[config.mk]
export PLATFORM = sky130hd
export DESIGN_NAME = ctc_timer
export DESIGN_NICKNAME = d
export VERILOG_FILES = /design/src/pkg/ctc_pkg.sv /design/src/pkg/ctc_if.sv /design/src/rtl/ctc_timer.sv /design/src/rtl/ctc_prescaler.sv /design/src/rtl/ctc_irq.sv
export SDC_FILE = /design/constraint.sdc
export NUM_CORES = 1
export LEC_CHECK = 0
export ABC_CLOCK_PERIOD_IN_PS = 3200
export BUFFER_PORTS_ARGS = -buffer_cell sky130_fd_sc_hd__buf_4
export CELL_PAD_IN_SITES_DETAIL_PLACEMENT = 1
export CELL_PAD_IN_SITES_GLOBAL_PLACEMENT = 2
export CORE_MARGIN = 10
export CORE_UTILIZATION = 38
export DETAILED_ROUTE_END_ITERATION = 6
export PLACE_DENSITY = 0.94
export SLEW_MARGIN = 10
export SYNTH_ARGS = -nofsm -noshare
export SYNTH_HDL_FRONTEND = slang
export SYNTH_SLANG_ARGS = --single-unit
export TNS_END_PERCENT = 20
[constraint.sdc]
create_clock -name clk -period 3.2 [get_ports clk]
set_input_delay 0.48 -clock clk [delete_from_list [all_inputs] [get_ports clk]]
set_output_delay 0.48 -clock clk [all_outputs]
set_load 0.1 [all_outputs]
[src/pkg/ctc_pkg.sv]
// Shared constants and types for the processor timer control logic
package ctc_pkg;
    // -------------------------------------------------------------
    // Bus geometry and register byte offsets
    // -------------------------------------------------------------
    localparam int         ADDR_W        = 8;
    localparam int         DATA_W        = 32;
    localparam int         PSC_W         = 8;
    localparam int         IRQ_N         = 2;
    localparam logic [7:0] ADDR_CTRL     = 8'h00;
    localparam logic [7:0] ADDR_COUNT    = 8'h04;
    localparam logic [7:0] ADDR_PERIOD   = 8'h08;
    localparam logic [7:0] ADDR_PRESCALE = 8'h0C;
    localparam logic [7:0] ADDR_IRQ_STAT = 8'h10;
    localparam logic [7:0] ADDR_IRQ_CLR  = 8'h14;
    localparam logic [7:0] ADDR_IRQ_EN   = 8'h18;
    // -------------------------------------------------------------
    // Control register field positions
    // -------------------------------------------------------------
    localparam int BIT_ZERO   = 15;
    localparam int BIT_EMU_HI = 11;
    localparam int BIT_EMU_LO = 10;
    localparam int BIT_RELOAD = 5;
    localparam int BIT_STOP   = 4;
    localparam int IRQ_ZERO   = 0;
    localparam int IRQ_HALT   = 1;
    // -------------------------------------------------------------
    // Reset values
    // -------------------------------------------------------------
    localparam logic [31:0]      PERIOD_RST = 32'hFFFFFFFF;
    localparam logic [31:0]      COUNT_RST  = 32'hFFFFFFFF;
    localparam logic [PSC_W-1:0] DIVIDE_RST = 8'h00;
    localparam logic             STOP_RST   = 1'b0;
    localparam logic [1:0]       EMU_RST    = 2'b00;
    // Debug halt behaviour and halt state
    typedef enum logic [1:0] {EMU_HARD = 2'b00, EMU_SOFT = 2'b01, EMU_FREE = 2'b10, EMU_FREE2 = 2'b11} ctc_emu_type;
    typedef enum logic {ST_RUN = 1'b0, ST_HELD = 1'b1} ctc_hold_type;
endpackage : ctc_pkg

[src/pkg/ctc_if.sv]
// Interfaces between the timer core, its prescaler and its interrupt block
`timescale 1ns/1ns
interface ctc_tick_if;
    import ctc_pkg::*;
    logic               enable;
    logic               load;
    logic [PSC_W-1:0]   divide_down;
    logic [PSC_W-1:0]   prescale_count;
    logic               tick;
    modport pre  (input enable, load, divide_down, output tick, prescale_count);
    modport core (output enable, load, divide_down, input tick, prescale_count);
endinterface : ctc_tick_if

interface ctc_irq_if #(parameter int N = 2);
    logic [N-1:0] set;
    logic [N-1:0] clr;
    logic         en_wr;
    logic [N-1:0] en_data;
    logic [N-1:0] status;
    logic [N-1:0] enable;
    logic         irq;
    modport blk  (input set, clr, en_wr, en_data, output status, enable, irq);
    modport core (output set, clr, en_wr, en_data, input status, enable, irq);
endinterface : ctc_irq_if

[src/rtl/ctc_timer.sv]
// Processor timer core: counter, control register, debug halt and register port
//
// The implementer's own choices: the address map and the plain strobed port.
`timescale 1ns/1ns

// How it works
// - Hard stop halts after next decrement; free ignores halt
// - Soft stop keeps counting, halts at zero
// - Soft stop raises zero flag at the same edge as it halts
// - Reload strobe reads zero; zero writes ignored
// - Reload strobe loads counter and prescaler
// - Stop flag: one stops, zero starts
// - Reset clears stop flag, timer runs
// - Decrement once per divide-down plus one
// - Zero flag set at zero, write one clears
module ctc_timer (
    input  wire logic                       clk,
    input  wire logic                       rst,
    input  wire logic [ctc_pkg::ADDR_W-1:0] addr,
    input  wire logic [ctc_pkg::DATA_W-1:0] wdata,
    input  wire logic                       wr_en,
    input  wire logic                       rd_en,
    output wire logic [ctc_pkg::DATA_W-1:0] rdata,
    input  wire logic                       dbg_halt,
    output wire logic                       irq
);
    import ctc_pkg::*;

    // ---------------------------------------------------------------
    // State
    // ---------------------------------------------------------------
    typedef struct packed {
        logic [31:0]      count;
        logic [31:0]      period;
        logic [PSC_W-1:0] divide;
        logic             stop;
        ctc_emu_type      emu;
        ctc_hold_type     hold;
        logic [31:0]      rdata;
    } ctc_core_state_type;

    ctc_core_state_type q;
    ctc_core_state_type d;

    ctc_tick_if         tk ();
    ctc_irq_if #(.N(IRQ_N)) ir ();

    logic wr_ctrl;
    logic wr_period;
    logic wr_prescale;
    logic reload;
    logic zero_evt;
    logic halt_evt;

    // Decode a register hit for one access strobe
    function automatic logic hit(input logic strobe, input logic [ADDR_W-1:0] a,
                                 input logic [ADDR_W-1:0] offs);
        hit = strobe && (a == offs);
    endfunction : hit

    // Control register image as software sees it
    function automatic logic [31:0] ctrl_image(input logic zf, input ctc_emu_type em, input logic st);
        logic [31:0] v;
        v             = 32'h00000000; // Reserved and strobe bits stay zero
        v[BIT_ZERO]   = zf;
        v[BIT_EMU_HI] = em[1];
        v[BIT_EMU_LO] = em[0];
        v[BIT_STOP]   = st;
        ctrl_image    = v;
    endfunction : ctrl_image

    // ---------------------------------------------------------------
    // Write decode
    // ---------------------------------------------------------------
    // Only the named fields are stored; everything else is dropped
    assign wr_ctrl     = hit(wr_en, addr, ADDR_CTRL);
    assign wr_period   = hit(wr_en, addr, ADDR_PERIOD);
    assign wr_prescale = hit(wr_en, addr, ADDR_PRESCALE);
    assign reload      = wr_ctrl && wdata[BIT_RELOAD];

    // ---------------------------------------------------------------
    // Counter events
    // ---------------------------------------------------------------
    // Zero is reached on the tick that takes the count from one to zero
    assign zero_evt = tk.tick && !reload && (q.count == 32'h00000001);
    // Halt entry is flagged so software can see the debugger froze the timer
    assign halt_evt = (q.hold == ST_RUN) && (d.hold == ST_HELD);

    // ---------------------------------------------------------------
    // Prescaler hookup
    // ---------------------------------------------------------------
    // The prescaler only runs while the timer is neither stopped nor held
    assign tk.enable      = !q.stop && (q.hold == ST_RUN);
    assign tk.load        = reload;
    assign tk.divide_down = q.divide;

    ctc_prescaler u_pre (
        .clk (clk),
        .rst (rst),
        .tk  (tk)
    );

    // ---------------------------------------------------------------
    // Interrupt hookup
    // ---------------------------------------------------------------
    // The control register zero bit clears the same sticky status bit
    always_comb begin
        ir.set           = '0;
        ir.set[IRQ_ZERO] = zero_evt;
        ir.set[IRQ_HALT] = halt_evt;
        ir.clr           = '0;
        if (hit(wr_en, addr, ADDR_IRQ_CLR)) begin
            ir.clr = wdata[IRQ_N-1:0];
        end
        if (wr_ctrl && wdata[BIT_ZERO]) begin
            ir.clr[IRQ_ZERO] = 1'b1;
        end
        ir.en_wr   = hit(wr_en, addr, ADDR_IRQ_EN);
        ir.en_data = wdata[IRQ_N-1:0];
    end

    ctc_irq #(.N(IRQ_N)) u_irq (
        .clk (clk),
        .rst (rst),
        .ir  (ir)
    );

    // ---------------------------------------------------------------
    // Next state
    // ---------------------------------------------------------------
    always_comb begin
        d = q;
        // Counter: decrement per tick, wrap to period after zero
        if (tk.tick) begin
            d.count = (q.count == 32'h00000000) ? q.period : q.count - 32'h00000001;
        end
        // Reload beats a tick in the same cycle
        if (reload) begin
            d.count = q.period;
        end
        if (wr_period) begin
            d.period = wdata;
        end
        if (wr_prescale) begin
            d.divide = wdata[PSC_W-1:0];
        end
        // Control fields; a zero in the strobe bit has no effect
        if (wr_ctrl) begin
            d.stop = wdata[BIT_STOP];
            d.emu  = ctc_emu_type'(wdata[BIT_EMU_HI:BIT_EMU_LO]);
        end
        // Debug halt: held state is left as soon as the halt drops
        case (q.hold)
            ST_RUN: begin
                if (dbg_halt && !q.emu[1] && tk.tick) begin
                    if (q.emu == EMU_HARD) begin
                        d.hold = ST_HELD;
                    end else if (zero_evt) begin
                        d.hold = ST_HELD;
                    end
                end
            end
            ST_HELD: begin
                if (!dbg_halt) begin
                    d.hold = ST_RUN;
                end
            end
            default: begin
                d.hold = ST_RUN;
            end
        endcase
        // Read data stand only in the cycle after the read strobe
        d.rdata = 32'h00000000;
        if (rd_en) begin
            case (addr)
                ADDR_CTRL:     d.rdata = ctrl_image(ir.status[IRQ_ZERO], q.emu, q.stop);
                ADDR_COUNT:    d.rdata = q.count;
                ADDR_PERIOD:   d.rdata = q.period;
                ADDR_PRESCALE: d.rdata = {16'h0000, tk.prescale_count, q.divide};
                ADDR_IRQ_STAT: d.rdata = {{(32 - IRQ_N){1'b0}}, ir.status};
                ADDR_IRQ_EN:   d.rdata = {{(32 - IRQ_N){1'b0}}, ir.enable};
                default:       d.rdata = 32'h00000000;
            endcase
        end
    end

    // ---------------------------------------------------------------
    // Registers
    // ---------------------------------------------------------------
    // Stop flag clears on reset so counting starts with no software help
    always_ff @(posedge clk) begin
        if (rst) begin
            q.count  <= COUNT_RST;
            q.period <= PERIOD_RST;
            q.divide <= DIVIDE_RST;
            q.stop   <= STOP_RST;
            q.emu    <= ctc_emu_type'(EMU_RST);
            q.hold   <= ST_RUN;
            q.rdata  <= 32'h00000000;
        end else begin
            q <= d;
        end
    end

    assign rdata = q.rdata;
    assign irq   = ir.irq;
endmodule : ctc_timer

[src/rtl/ctc_prescaler.sv]
// Prescale counter that divides the timer clock source into decrement ticks
`timescale 1ns/1ns
module ctc_prescaler (
    input wire logic clk,
    input wire logic rst,
    ctc_tick_if.pre  tk
);
    import ctc_pkg::*;
    typedef struct packed {
        logic [PSC_W-1:0] psc;
    } ctc_pre_state_type;
    ctc_pre_state_type q;
    ctc_pre_state_type d;

    // Count down, reload from divide-down after reaching zero
    always_comb begin
        d = q;
        if (tk.load) begin
            d.psc = tk.divide_down;
        end else if (tk.enable) begin
            d.psc = (q.psc == '0) ? tk.divide_down : q.psc - 8'h01;
        end
    end

    always_ff @(posedge clk) begin
        if (rst) begin
            q <= '0;
        end else begin
            q <= d;
        end
    end

    // Tick in the source cycle while the count sits at zero; a reload swallows it
    assign tk.tick           = tk.enable && !tk.load && (q.psc == '0);
    assign tk.prescale_count = q.psc;
endmodule : ctc_prescaler

[src/rtl/ctc_irq.sv]
// Sticky interrupt status with enable register and level interrupt output
`timescale 1ns/1ns
module ctc_irq #(
    parameter int N = 2
) (
    input wire logic clk,
    input wire logic rst,
    ctc_irq_if.blk   ir
);
    import ctc_pkg::*;
    typedef struct packed {
        logic [N-1:0] status;
        logic [N-1:0] enable;
    } ctc_irq_state_type;
    ctc_irq_state_type q;
    ctc_irq_state_type d;

    // A set in the same cycle as a clear wins, so no event is lost
    always_comb begin
        d = q;
        d.status = (q.status & ~ir.clr) | ir.set;
        if (ir.en_wr) begin
            d.enable = ir.en_data;
        end
    end

    always_ff @(posedge clk) begin
        if (rst) begin
            q <= '0;
        end else begin
            q <= d;
        end
    end

    assign ir.status = q.status;
    assign ir.enable = q.enable;
    assign ir.irq    = |(q.status & q.enable);
endmodule : ctc_irq

# --- Word-level counts from Yosys, hierarchy flattened ---
# Cells that the tools add are included.
word_totals:
  regBits: 120
  in_bits: 45
  out_inout_bits: 33
classes:
  muxes: 14
  n_addsub: 2
  reduce_logical: 26
  bitwise_logic: 6
  n_eq_ne: 7
ops:
  columns: ["operator", "count"]
  rows:
  - ["$pmux W32 S6", 1]
  - ["$mux W32", 3]
  - ["$eq A32 B1 Y1 const B", 1]
  - ["$logic_not A32 Y1", 1]
  - ["$sub A32 B1 Y32 const B", 1]
  - ["$eq A8 B5 Y1 const B", 3]
  - ["$mux W8", 3]
  - ["$eq A8 B4 Y1 const B", 2]
  - ["$logic_not A8 Y1", 2]
  - ["$logic_and A1 B1 Y1", 15]
  - ["$eq A8 B3 Y1 const B", 1]
  - ["$sub A8 B1 Y8 const B", 1]
  - ["$mux W1", 5]
  - ["$and A2 B2 Y2", 2]
  - ["$reduce_bool A2 Y1", 2]
  - ["$reduce_or A2 Y1", 2]
  - ["$logic_not A1 Y1", 3]
  - ["$logic_not A2 Y1", 1]
  - ["$mux W2", 1]
  - ["$not A1 Y1", 2]
  - ["$not A2 Y2", 1]
  - ["$or A2 B2 Y2", 1]
  - ["$pmux W1 S2", 1]

# --- Depth between registers and ports, before layout ---
# Gate-level depths: netlist (run 1).
logic_depth:
  depth_word: 14
  mapped_depth: 10
  mapped_depth_nobuf: 8

# --- By module ---
# From an unflattened synthesis (run 1), not the netlist that was laid out.
hier_totals:
  hier_cells: 733
  area_unflattened_um2: 6017.0
modules_own_cells:
  columns: ["mod", "seq_area_each_um2", "cells_each", "n_inst", "area_per_inst_um2"]
  rows:
  - ["ctc_timer", 2162.1, 648, 1, 5296.3]
  - ["ctc_prescaler", 160.2, 70, 1, 574.3]
  - ["ctc_irq", 80.1, 15, 1, 146.4]

# --- Worst setup path before layout (run 1) ---
# No wires, ideal clock.
synth_timing:
  path_type: "reg2reg"
  startpoint: "reg q[76] (netlist bit)"
  endpoint: "reg q[95] (netlist bit)"
  slack_ns: 1.087
  arrival_time_ns: 1.991
  period_less_slack_ns: 2.113
  path_stages_with_launch: 9
  t_required_ns: 3.078
  setup_time_ns: 0.122
  path_cell_list: "dfxtp_1 inv_1 ha_1 nor3b_1 and4b_1 a32o_2 buf_4 a21o_1 a221o_1"
synth_between:
  elab_chain_cells: 4
  word_cells_on_any_way: 5
synth_lines:
  columns: ["item", "line_no", "source"]
  rows:
  - ["start, declared", "ctc_timer.sv:42", "ctc_core_state_type q;"]
  - ["$sub A32 B1 Y32 or $logic_not A32 Y1 (tied branches)", "ctc_timer.sv:135", "d.count = (q.count == 32'h00000000) ? q.period : q.count - 32'h00000001;"]
  - ["$mux W32 *", "ctc_timer.sv:135", null]
  - ["$mux W32 *", "ctc_timer.sv:134", "if (tk.tick) begin"]
  - ["$mux W32 *", "ctc_timer.sv:138", "if (reload) begin"]
# Mark *: on every way between the ends. The rest lies on a longest branch, timed or not. The select of a mux whose other input is x is not followed.
# A chain may end at the register's enable or synchronous reset.

# --- Worst setup path after layout (run 1) ---
layout_timing:
  startpoint: "reg q[96] (netlist bit)"
  endpoint: "reg q[101] (netlist bit)"
# The elaborated chain is that of the path after synthesis.

==> results.md, run 1 <==
* Most frequent cells in the layout: dfxtp_1 (120), nand2_1 (107), buf_4 (97), nor2_1 (67), a21oi_1 (51)
* Met3 track demand over resource at 0.0501
* RSZ-0062 raised after global routing: no
* Delay-heaviest family, CP: simple AND/OR/NAND/NOR gates
* Period minus WS final at 2.70 ns
* Mapped Area at 0.00627 mm2
* CTS Buf Count at 17
* Initial detailed-routing violation count at 618
* Async SR Flop Fraction at 0
* Crit. End Element: flop
* Initial antenna violation count at 1
* Worst-path cell chain: nor3_1 -> nand3_2 -> nor3_2 -> a21oi_2 -> o221ai_1 -> o21bai_1
* Nets at 843
* # DRC at 0
* DP Worst Slack at 0.453 ns
* #FFs+latches synth at 120
* 1st-pass router iterations at 5
* Post-DRT Antenna Nets at 0
* Most common cell after layout, fill and taps aside: dfxtp_1
* Crit path buffers/inverters at 0
* Worst-path maximum fanout at 9
* Initial Utilization at 0.392
* Yosys warnings at 0
* Total detailed-routing wirelength at 22,600 um
* Final Hold Fails at 0
* IR Drop Worst-Case VDD at 381 uV
* Fmax at 371 MHz
* Distinct cells, synth at 73
* Routability cong. at 0.918
* Final Setup Violations at 0
* N_diodes at 0
* Relative slew slack at 0.441
* Core Rows at 46
* Power per cell area at 686 mW/mm2
* Syn avg cell area at 8.29 um2
* Worst-margin pin slew at 0.838 ns
* Worst EP required at 3.51 ns
* Worst hold path class: input pin to flop
* Met1 GRT Util at 0.259
* CTS tree: done
* Resized Gates After CTS at 0
* Slew Limit Fails at 0
* Setup CP Type: flop to flop
* CP arrival at 3.01 ns
* Leakage at 2.92 nW
* Startpoint Class: flop
* CTS root buffer: clkbuf_16
* Clock Sinks at 120
* Post-synth EDFFs at 0
* Vias per inst at 5.91
* Clock skew at 0.00784 ns
* Syn-to-layout area delta at 19.9%
* Wirelength per Cell at 22.1 um
* Max Root-Sink Buffers at 2
* Cells after Synth at 756
* Crit-path max cell delay at 0.67 ns
* Sequential share of the synthesized area at 0.383
* Worst skew pair latency at 0.43 ns
* H-tree depth at 4
* Core area at 0.0160 mm2
* Final setup margin at 0.502 ns
* Die Height at 148 um
* Synth Flop Type: dfxtp_1
* Hold_buf cts at 0
* Layout cell share with drive strength beyond 1 at 0.222
* Tcrit/Tclk final at 0.843
* Post CTS Setup Buffer Count at 0
* Number of global-route vias before repair at 6,384
* Post-synth net total at 806
* First-pass GRT wire length at 35,900 um
* I/O Buffers at 77
* Total track usage at 0.206
* Slowest CP cell: nor3_2
* Grt ovf at 0
* Status: finished clean
* Die footprint at 0.0220 mm2
* Die W at 148 um
* Setup TNS at 0 ns
* # IOs at 78
* Largest net degree at the start of global routing at 56
* Vias at 6,043
* Clock slew at reported path FFs at 0.06 ns
* GR Util met2 at 0.331
* Max-capacitance violation count at 0
* DP Wirelength at 16,100 um
* Fill count at 1,936
* Most Crowded Layer GR: met2
-- flip-flops by register name, summed over array words and instances (netlist names) --
signal                   cells
q                           68
u_irq.ir.enable              2
rdata                       32
u_pre.tk.prescale_count      8
tk.divide_down               8
u_irq.ir.status              2
-- worst paths after layout --
kind | startpoint | to | slack [ns] | cells past startpoint
setup reg to reg | q[96] | q[101] | 0.50 | 6
hold reg to reg | tk.divide_down[4] | tk.divide_down[4] | 0.50 | 2
hold / removal | wdata[13] | q[57] | 0.26 | 3
setup / recovery | q[96] | q[101] | 0.50 | 6
-- worst min-delay path: cells and delay by family --
kind                   cells  cell delay [ns]
AND/OR/NAND/NOR            2             0.10
buffers and inverters      1             0.08
-- synth_stat cells (all sizes together), types with 3 or more instances --
master,n,area [um2]
and2,6,40.0
mux2,14,158
mux2i,9,90.1
inv,7,26.3
or3,5,31.3
dfxtp,120,2400
a32oi,4,35.0
a211o,3,26.3
a211oi,6,45.0
nand4b,4,35.0
o21bai,8,60.1
and3,9,56.3
buf,54,379
nor3b,3,32.5
nor2b,4,25.0
or4,5,41.3
nand4,7,43.8
nand3,37,210
a22oi,30,225
a31oi,4,25.0
clkbuf,25,95.1
a221oi,3,32.5
nor2,68,258
nand2b,6,37.5
a21o,8,60.1
nor4,22,218
nand3b,33,248
nand2,110,420
ha,5,62.6
a21oi,54,282
nor3,16,90.1
o21ai,36,184
-- logic make-up after synthesis --
logic type / Yosys count / synth area share
AO/OA/AOI/OAI: 179 / 0.189
XOR/XNOR: 1 / 0.00140
adder cells (fa/ha/maj): 5 / 0.00998
buffers and inverters: 86 / 0.0799
flip-flops: 120 / 0.383
multiplexers: 23 / 0.0395
AND/OR/NAND/NOR: 342 / 0.296
-- power by group --
part | internal, mW | switching [mW] | total (mW) | leakage (nW)
combinational | 0.379 | 0.724 | 1.10 | 1.61
clock | 1.62 | 0.749 | 2.37 | 0.340
sequential | 1.57 | 0.112 | 1.68 | 0.971
total | 3.57 | 1.59 | 5.15 | 2.92
-- cell type report --
cell class              instances  area, um2  share of cell area
multi-input cells             550       3360               0.448
flip-flops and latches        120       2400               0.320
repair buffers                 97        728              0.0969
clock buffers                  17        425              0.0566
clock inverters                15        298              0.0396
well taps                     216        270              0.0360
inverters                       7       26.3             0.00350
-- per-stage QoR --
step / util / hold slack (ns) / area (um2) / power [mW] / std cells
after floorplan: - / 0.441 / 6270 / 2.36 / 756
final: 0.470 / 0.259 / 7510 / 5.15 / 1022
after CTS: 0.470 / 0.251 / 7510 / 5.15 / 1022
after global routing: 0.470 / 0.266 / 7510 / 5.36 / 1022
after global placement: 0.424 / 0.454 / 6790 / 2.74 / 990
after detailed placement: 0.424 / 0.493 / 6790 / 2.77 / 990
-- metal layers --
metal / wire length [um] / part of all wire / vias up
met5: 0 / 0 / -
met4: 466 / 0.021 / 0
met3: 1500 / 0.066 / 33
met2: 10700 / 0.47 / 215
met1: 9970 / 0.44 / 3007
li1: - / - / 2788
(Power assumes the default switching activity.)
==> run 2, diff against run 1 <==
--- a/config.mk
+++ b/config.mk
@@ -5,14 +5,14 @@
 export SDC_FILE = /design/constraint.sdc
 export NUM_CORES = 1
 export LEC_CHECK = 0
-export ABC_CLOCK_PERIOD_IN_PS = 3200
+export ABC_CLOCK_PERIOD_IN_PS = 2650
 export BUFFER_PORTS_ARGS = -buffer_cell sky130_fd_sc_hd__buf_4
 export CELL_PAD_IN_SITES_DETAIL_PLACEMENT = 1
 export CELL_PAD_IN_SITES_GLOBAL_PLACEMENT = 2
 export CORE_MARGIN = 10
-export CORE_UTILIZATION = 38
+export CORE_UTILIZATION = 35
 export DETAILED_ROUTE_END_ITERATION = 6
-export PLACE_DENSITY = 0.94
+export PLACE_DENSITY = 0.88
 export SLEW_MARGIN = 10
 export SYNTH_ARGS = -nofsm -noshare
 export SYNTH_HDL_FRONTEND = slang
==> constraint.sdc (replaced) <==
create_clock -name clk -period 2.65 [get_ports clk]
set_input_delay 0.3975 -clock clk [delete_from_list [all_inputs] [get_ports clk]]
set_output_delay 0.3975 -clock clk [all_outputs]
set_load 0.1 [all_outputs]
==> run 2 against run 1 <==
  * Clock skew grew 0.0029 ns
  * Global-route usage shrank 1.6 points
  * Clock-buffer cell count grew 6
  * Sequential share of layout area shrank 0.28 points
  * Critical path type unchanged
==> results.md, run 2 (synthesis gave the netlist of run 1 again) <==
* Status: finished clean
* Initial antenna violation count at 0 (-1)
* # DRC at 0 (unchanged)
* Worst EP required at 3.03 ns (-0.48 ns)
* Met1 GRT Util at 0.244 (-0.0144)
* Setup TNS at 0 ns (unchanged)
* Clock skew at 0.0107 ns (+0.00286 ns)
* Die footprint at 0.0237 mm2 (+7.4%)
* Crit. End Element: flop
* CTS tree: done
* GR Util met2 at 0.297 (-0.0344)
* Crit-path max cell delay at 0.57 ns (-0.10 ns)
* Largest net degree at the start of global routing at 59 (+5.4%)
* Largest Register: q
* Number of global-route vias before repair at 6,355 (-0.45%)
* Met3 track demand over resource at 0.0485 (-0.00153)
* Die W at 154 um (+3.6%)
* CP Launch Point: u_pre.tk.prescale_count[1]
* Routability cong. at 0.974 (+6.1%)
* Wirelength per Cell at 21.7 um (-2.2%)
* Max Root-Sink Buffers at 2 (unchanged)
* Worst Hold Launch: wdata[31]
* DP Worst Slack at 0.265 ns (-0.188 ns)
* Worst-path cell chain: inv_1 -> ha_1 -> nor4b_2 -> nand3_2 -> buf_4 -> a2111oi_0 -> o22ai_1 -> nand2b_1
* 1st-pass router iterations at 5 (unchanged)
* Power per cell area at 782 mW/mm2 (+14%)
* Total detailed-routing wirelength at 22,700 um (+0.34%)
* Hold_buf cts at 0 (unchanged)
* DP Wirelength at 16,700 um (+4.1%)
* Most Crowded Layer GR: met2
* Layout cell share with drive strength beyond 1 at 0.236 (+0.0136)
* Crit path buffers/inverters at 2 (+2)
* Worst skew pair latency at 0.44 ns (about the same)
* Final Hold Fails at 0 (unchanged)
* Clock slew at reported path FFs at 0.06 ns (about the same)
* Largest register FFs at 68 (unchanged)
* Syn-to-layout area delta at 21.0%
* Vias at 5,988 (-0.91%)
* Startpoint Class: flop
* Period minus WS final at 2.47 ns (-0.224 ns)
* Final Setup Violations at 0 (unchanged)
* Resized Gates After CTS at 0 (unchanged)
* Worst hold slack at 0.172 ns (-0.0870 ns)
* Max-capacitance violation count at 0 (unchanged)
* Worst hold path class: input pin to flop
* Setup CP Type: flop to flop
* Final setup margin at 0.176 ns (-0.326 ns)
* Nets at 861 (+2.1%)
* Most common cell after layout, fill and taps aside: dfxtp_1
* CP arrival at 2.85 ns (-0.16 ns)
* Worst-path maximum fanout at 15 (+6)
* CTS root buffer: clkbuf_16
* Initial Utilization at 0.360 (-0.0319)
* Die Height at 154 um (+3.6%)
* IR Drop Worst-Case VDD at 462 uV (+21%)
* R2r startpoint: u_pre.tk.prescale_count[1]
* # IOs at 78 (unchanged)
* Tcrit/Tclk final at 0.934 (+0.0906)
* Slowest CP cell: a2111oi_0
* CTS Buf Count at 17 (unchanged)
* Post-DRT Antenna Nets at 0 (unchanged)
* Leakage at 2.98 nW (+2.1%)
* Grt ovf at 0 (unchanged)
* Relative slew slack at 0.567 (+0.126)
* Slew Limit Fails at 0 (unchanged)
* Worst-margin pin slew at 0.633 ns (-0.205 ns)
* Post CTS Setup Buffer Count at 0 (unchanged)
* Fmax at 404 MHz (+9.0%)
* N_diodes at 0 (unchanged)
* H-tree depth at 4 (unchanged)
* Clock Sinks at 120 (unchanged)
* RSZ-0062 raised after global routing: no
* Fill count at 2,064 (+6.6%)
* Most frequent cells in the layout: dfxtp_1 (120), buf_4 (114), nand2_1 (107), nor2_1 (67), a21oi_1 (51)
* I/O Buffers at 77 (unchanged)
* Initial detailed-routing violation count at 486 (-21%)
* First-pass GRT wire length at 36,000 um (+0.48%)
* Vias per inst at 5.71 (-3.4%)
* Total track usage at 0.190 (-0.0160)
* Delay-heaviest family, CP: simple AND/OR/NAND/NOR gates
* Regs by FF count: q x68, rdata x32
* Core Rows at 48 (+4.3%)
* Core area at 0.0174 mm2 (+8.9%)
[run 2: cell types whose count changed in the layout (fill, tap and decap cells not counted)]
cell | before | now
clkbuf_8 | 0 | 4
clkinv_2 | 0 | 3
inv_6 | 1 | 0
clkinv_4 | 3 | 0
buf_4 | 97 | 114
clkinvlp_4 | 3 | 1
clkbuf_1 | 0 | 2
bufinv_16 | 8 | 4
buf_12 | 0 | 1
[run 2: worst paths after layout]
kind,endpoint,slack (ns),cells after the start
hold reg to reg,u_irq.ir.status[1],0.48,2
hold / removal,q[75],0.17,3
setup / recovery,q[99],0.18,8
setup reg to reg,q[99],0.18,8
[run 2: layout make-up]
| class | instances | area (um2) | area share |
|---|---|---|---|
| multi-input combinational | 550 | 3360 | 0.444 |
| sequential | 120 | 2400 | 0.317 |
| timing repair buffer | 115 | 876 | 0.116 |
| clock buffer | 23 | 488 | 0.0644 |
| tap | 225 | 282 | 0.0371 |
| clock inverter | 8 | 143 | 0.0188 |
| inverter | 7 | 26.3 | 0.00347 |
[run 2: routing by layer]
layer	share of wire	vias to the layer above
met5	0	-
met4	0.025	0
met3	0.062	38
met2	0.45	201
met1	0.46	2934
li1	-	2815
[run 2: power breakdown]
part / leakage (nW) / internal [mW] / switching (mW)
sequential: 0.971 / 1.89 / 0.142
clock: 0.309 / 1.66 / 0.843
combinational: 1.70 / 0.519 / 0.873
[run 2: stage by stage]
step / util / total power, mW / area [um2] / instances
detailed placement: 0.399 / 3.42 / 6950 / 1017
global placement: 0.399 / 3.36 / 6950 / 1017
global route: 0.435 / 6.17 / 7580 / 1048
CTS: 0.435 / 5.93 / 7580 / 1048
finish: 0.435 / 5.93 / 7580 / 1048
floorplan: - / 2.85 / 6270 / 756
[run 2: worst min-delay path, cell delays in order]
cell,delay [ns]
buf_4,0.08
nand2_1,0.04
nand3b_1,0.07
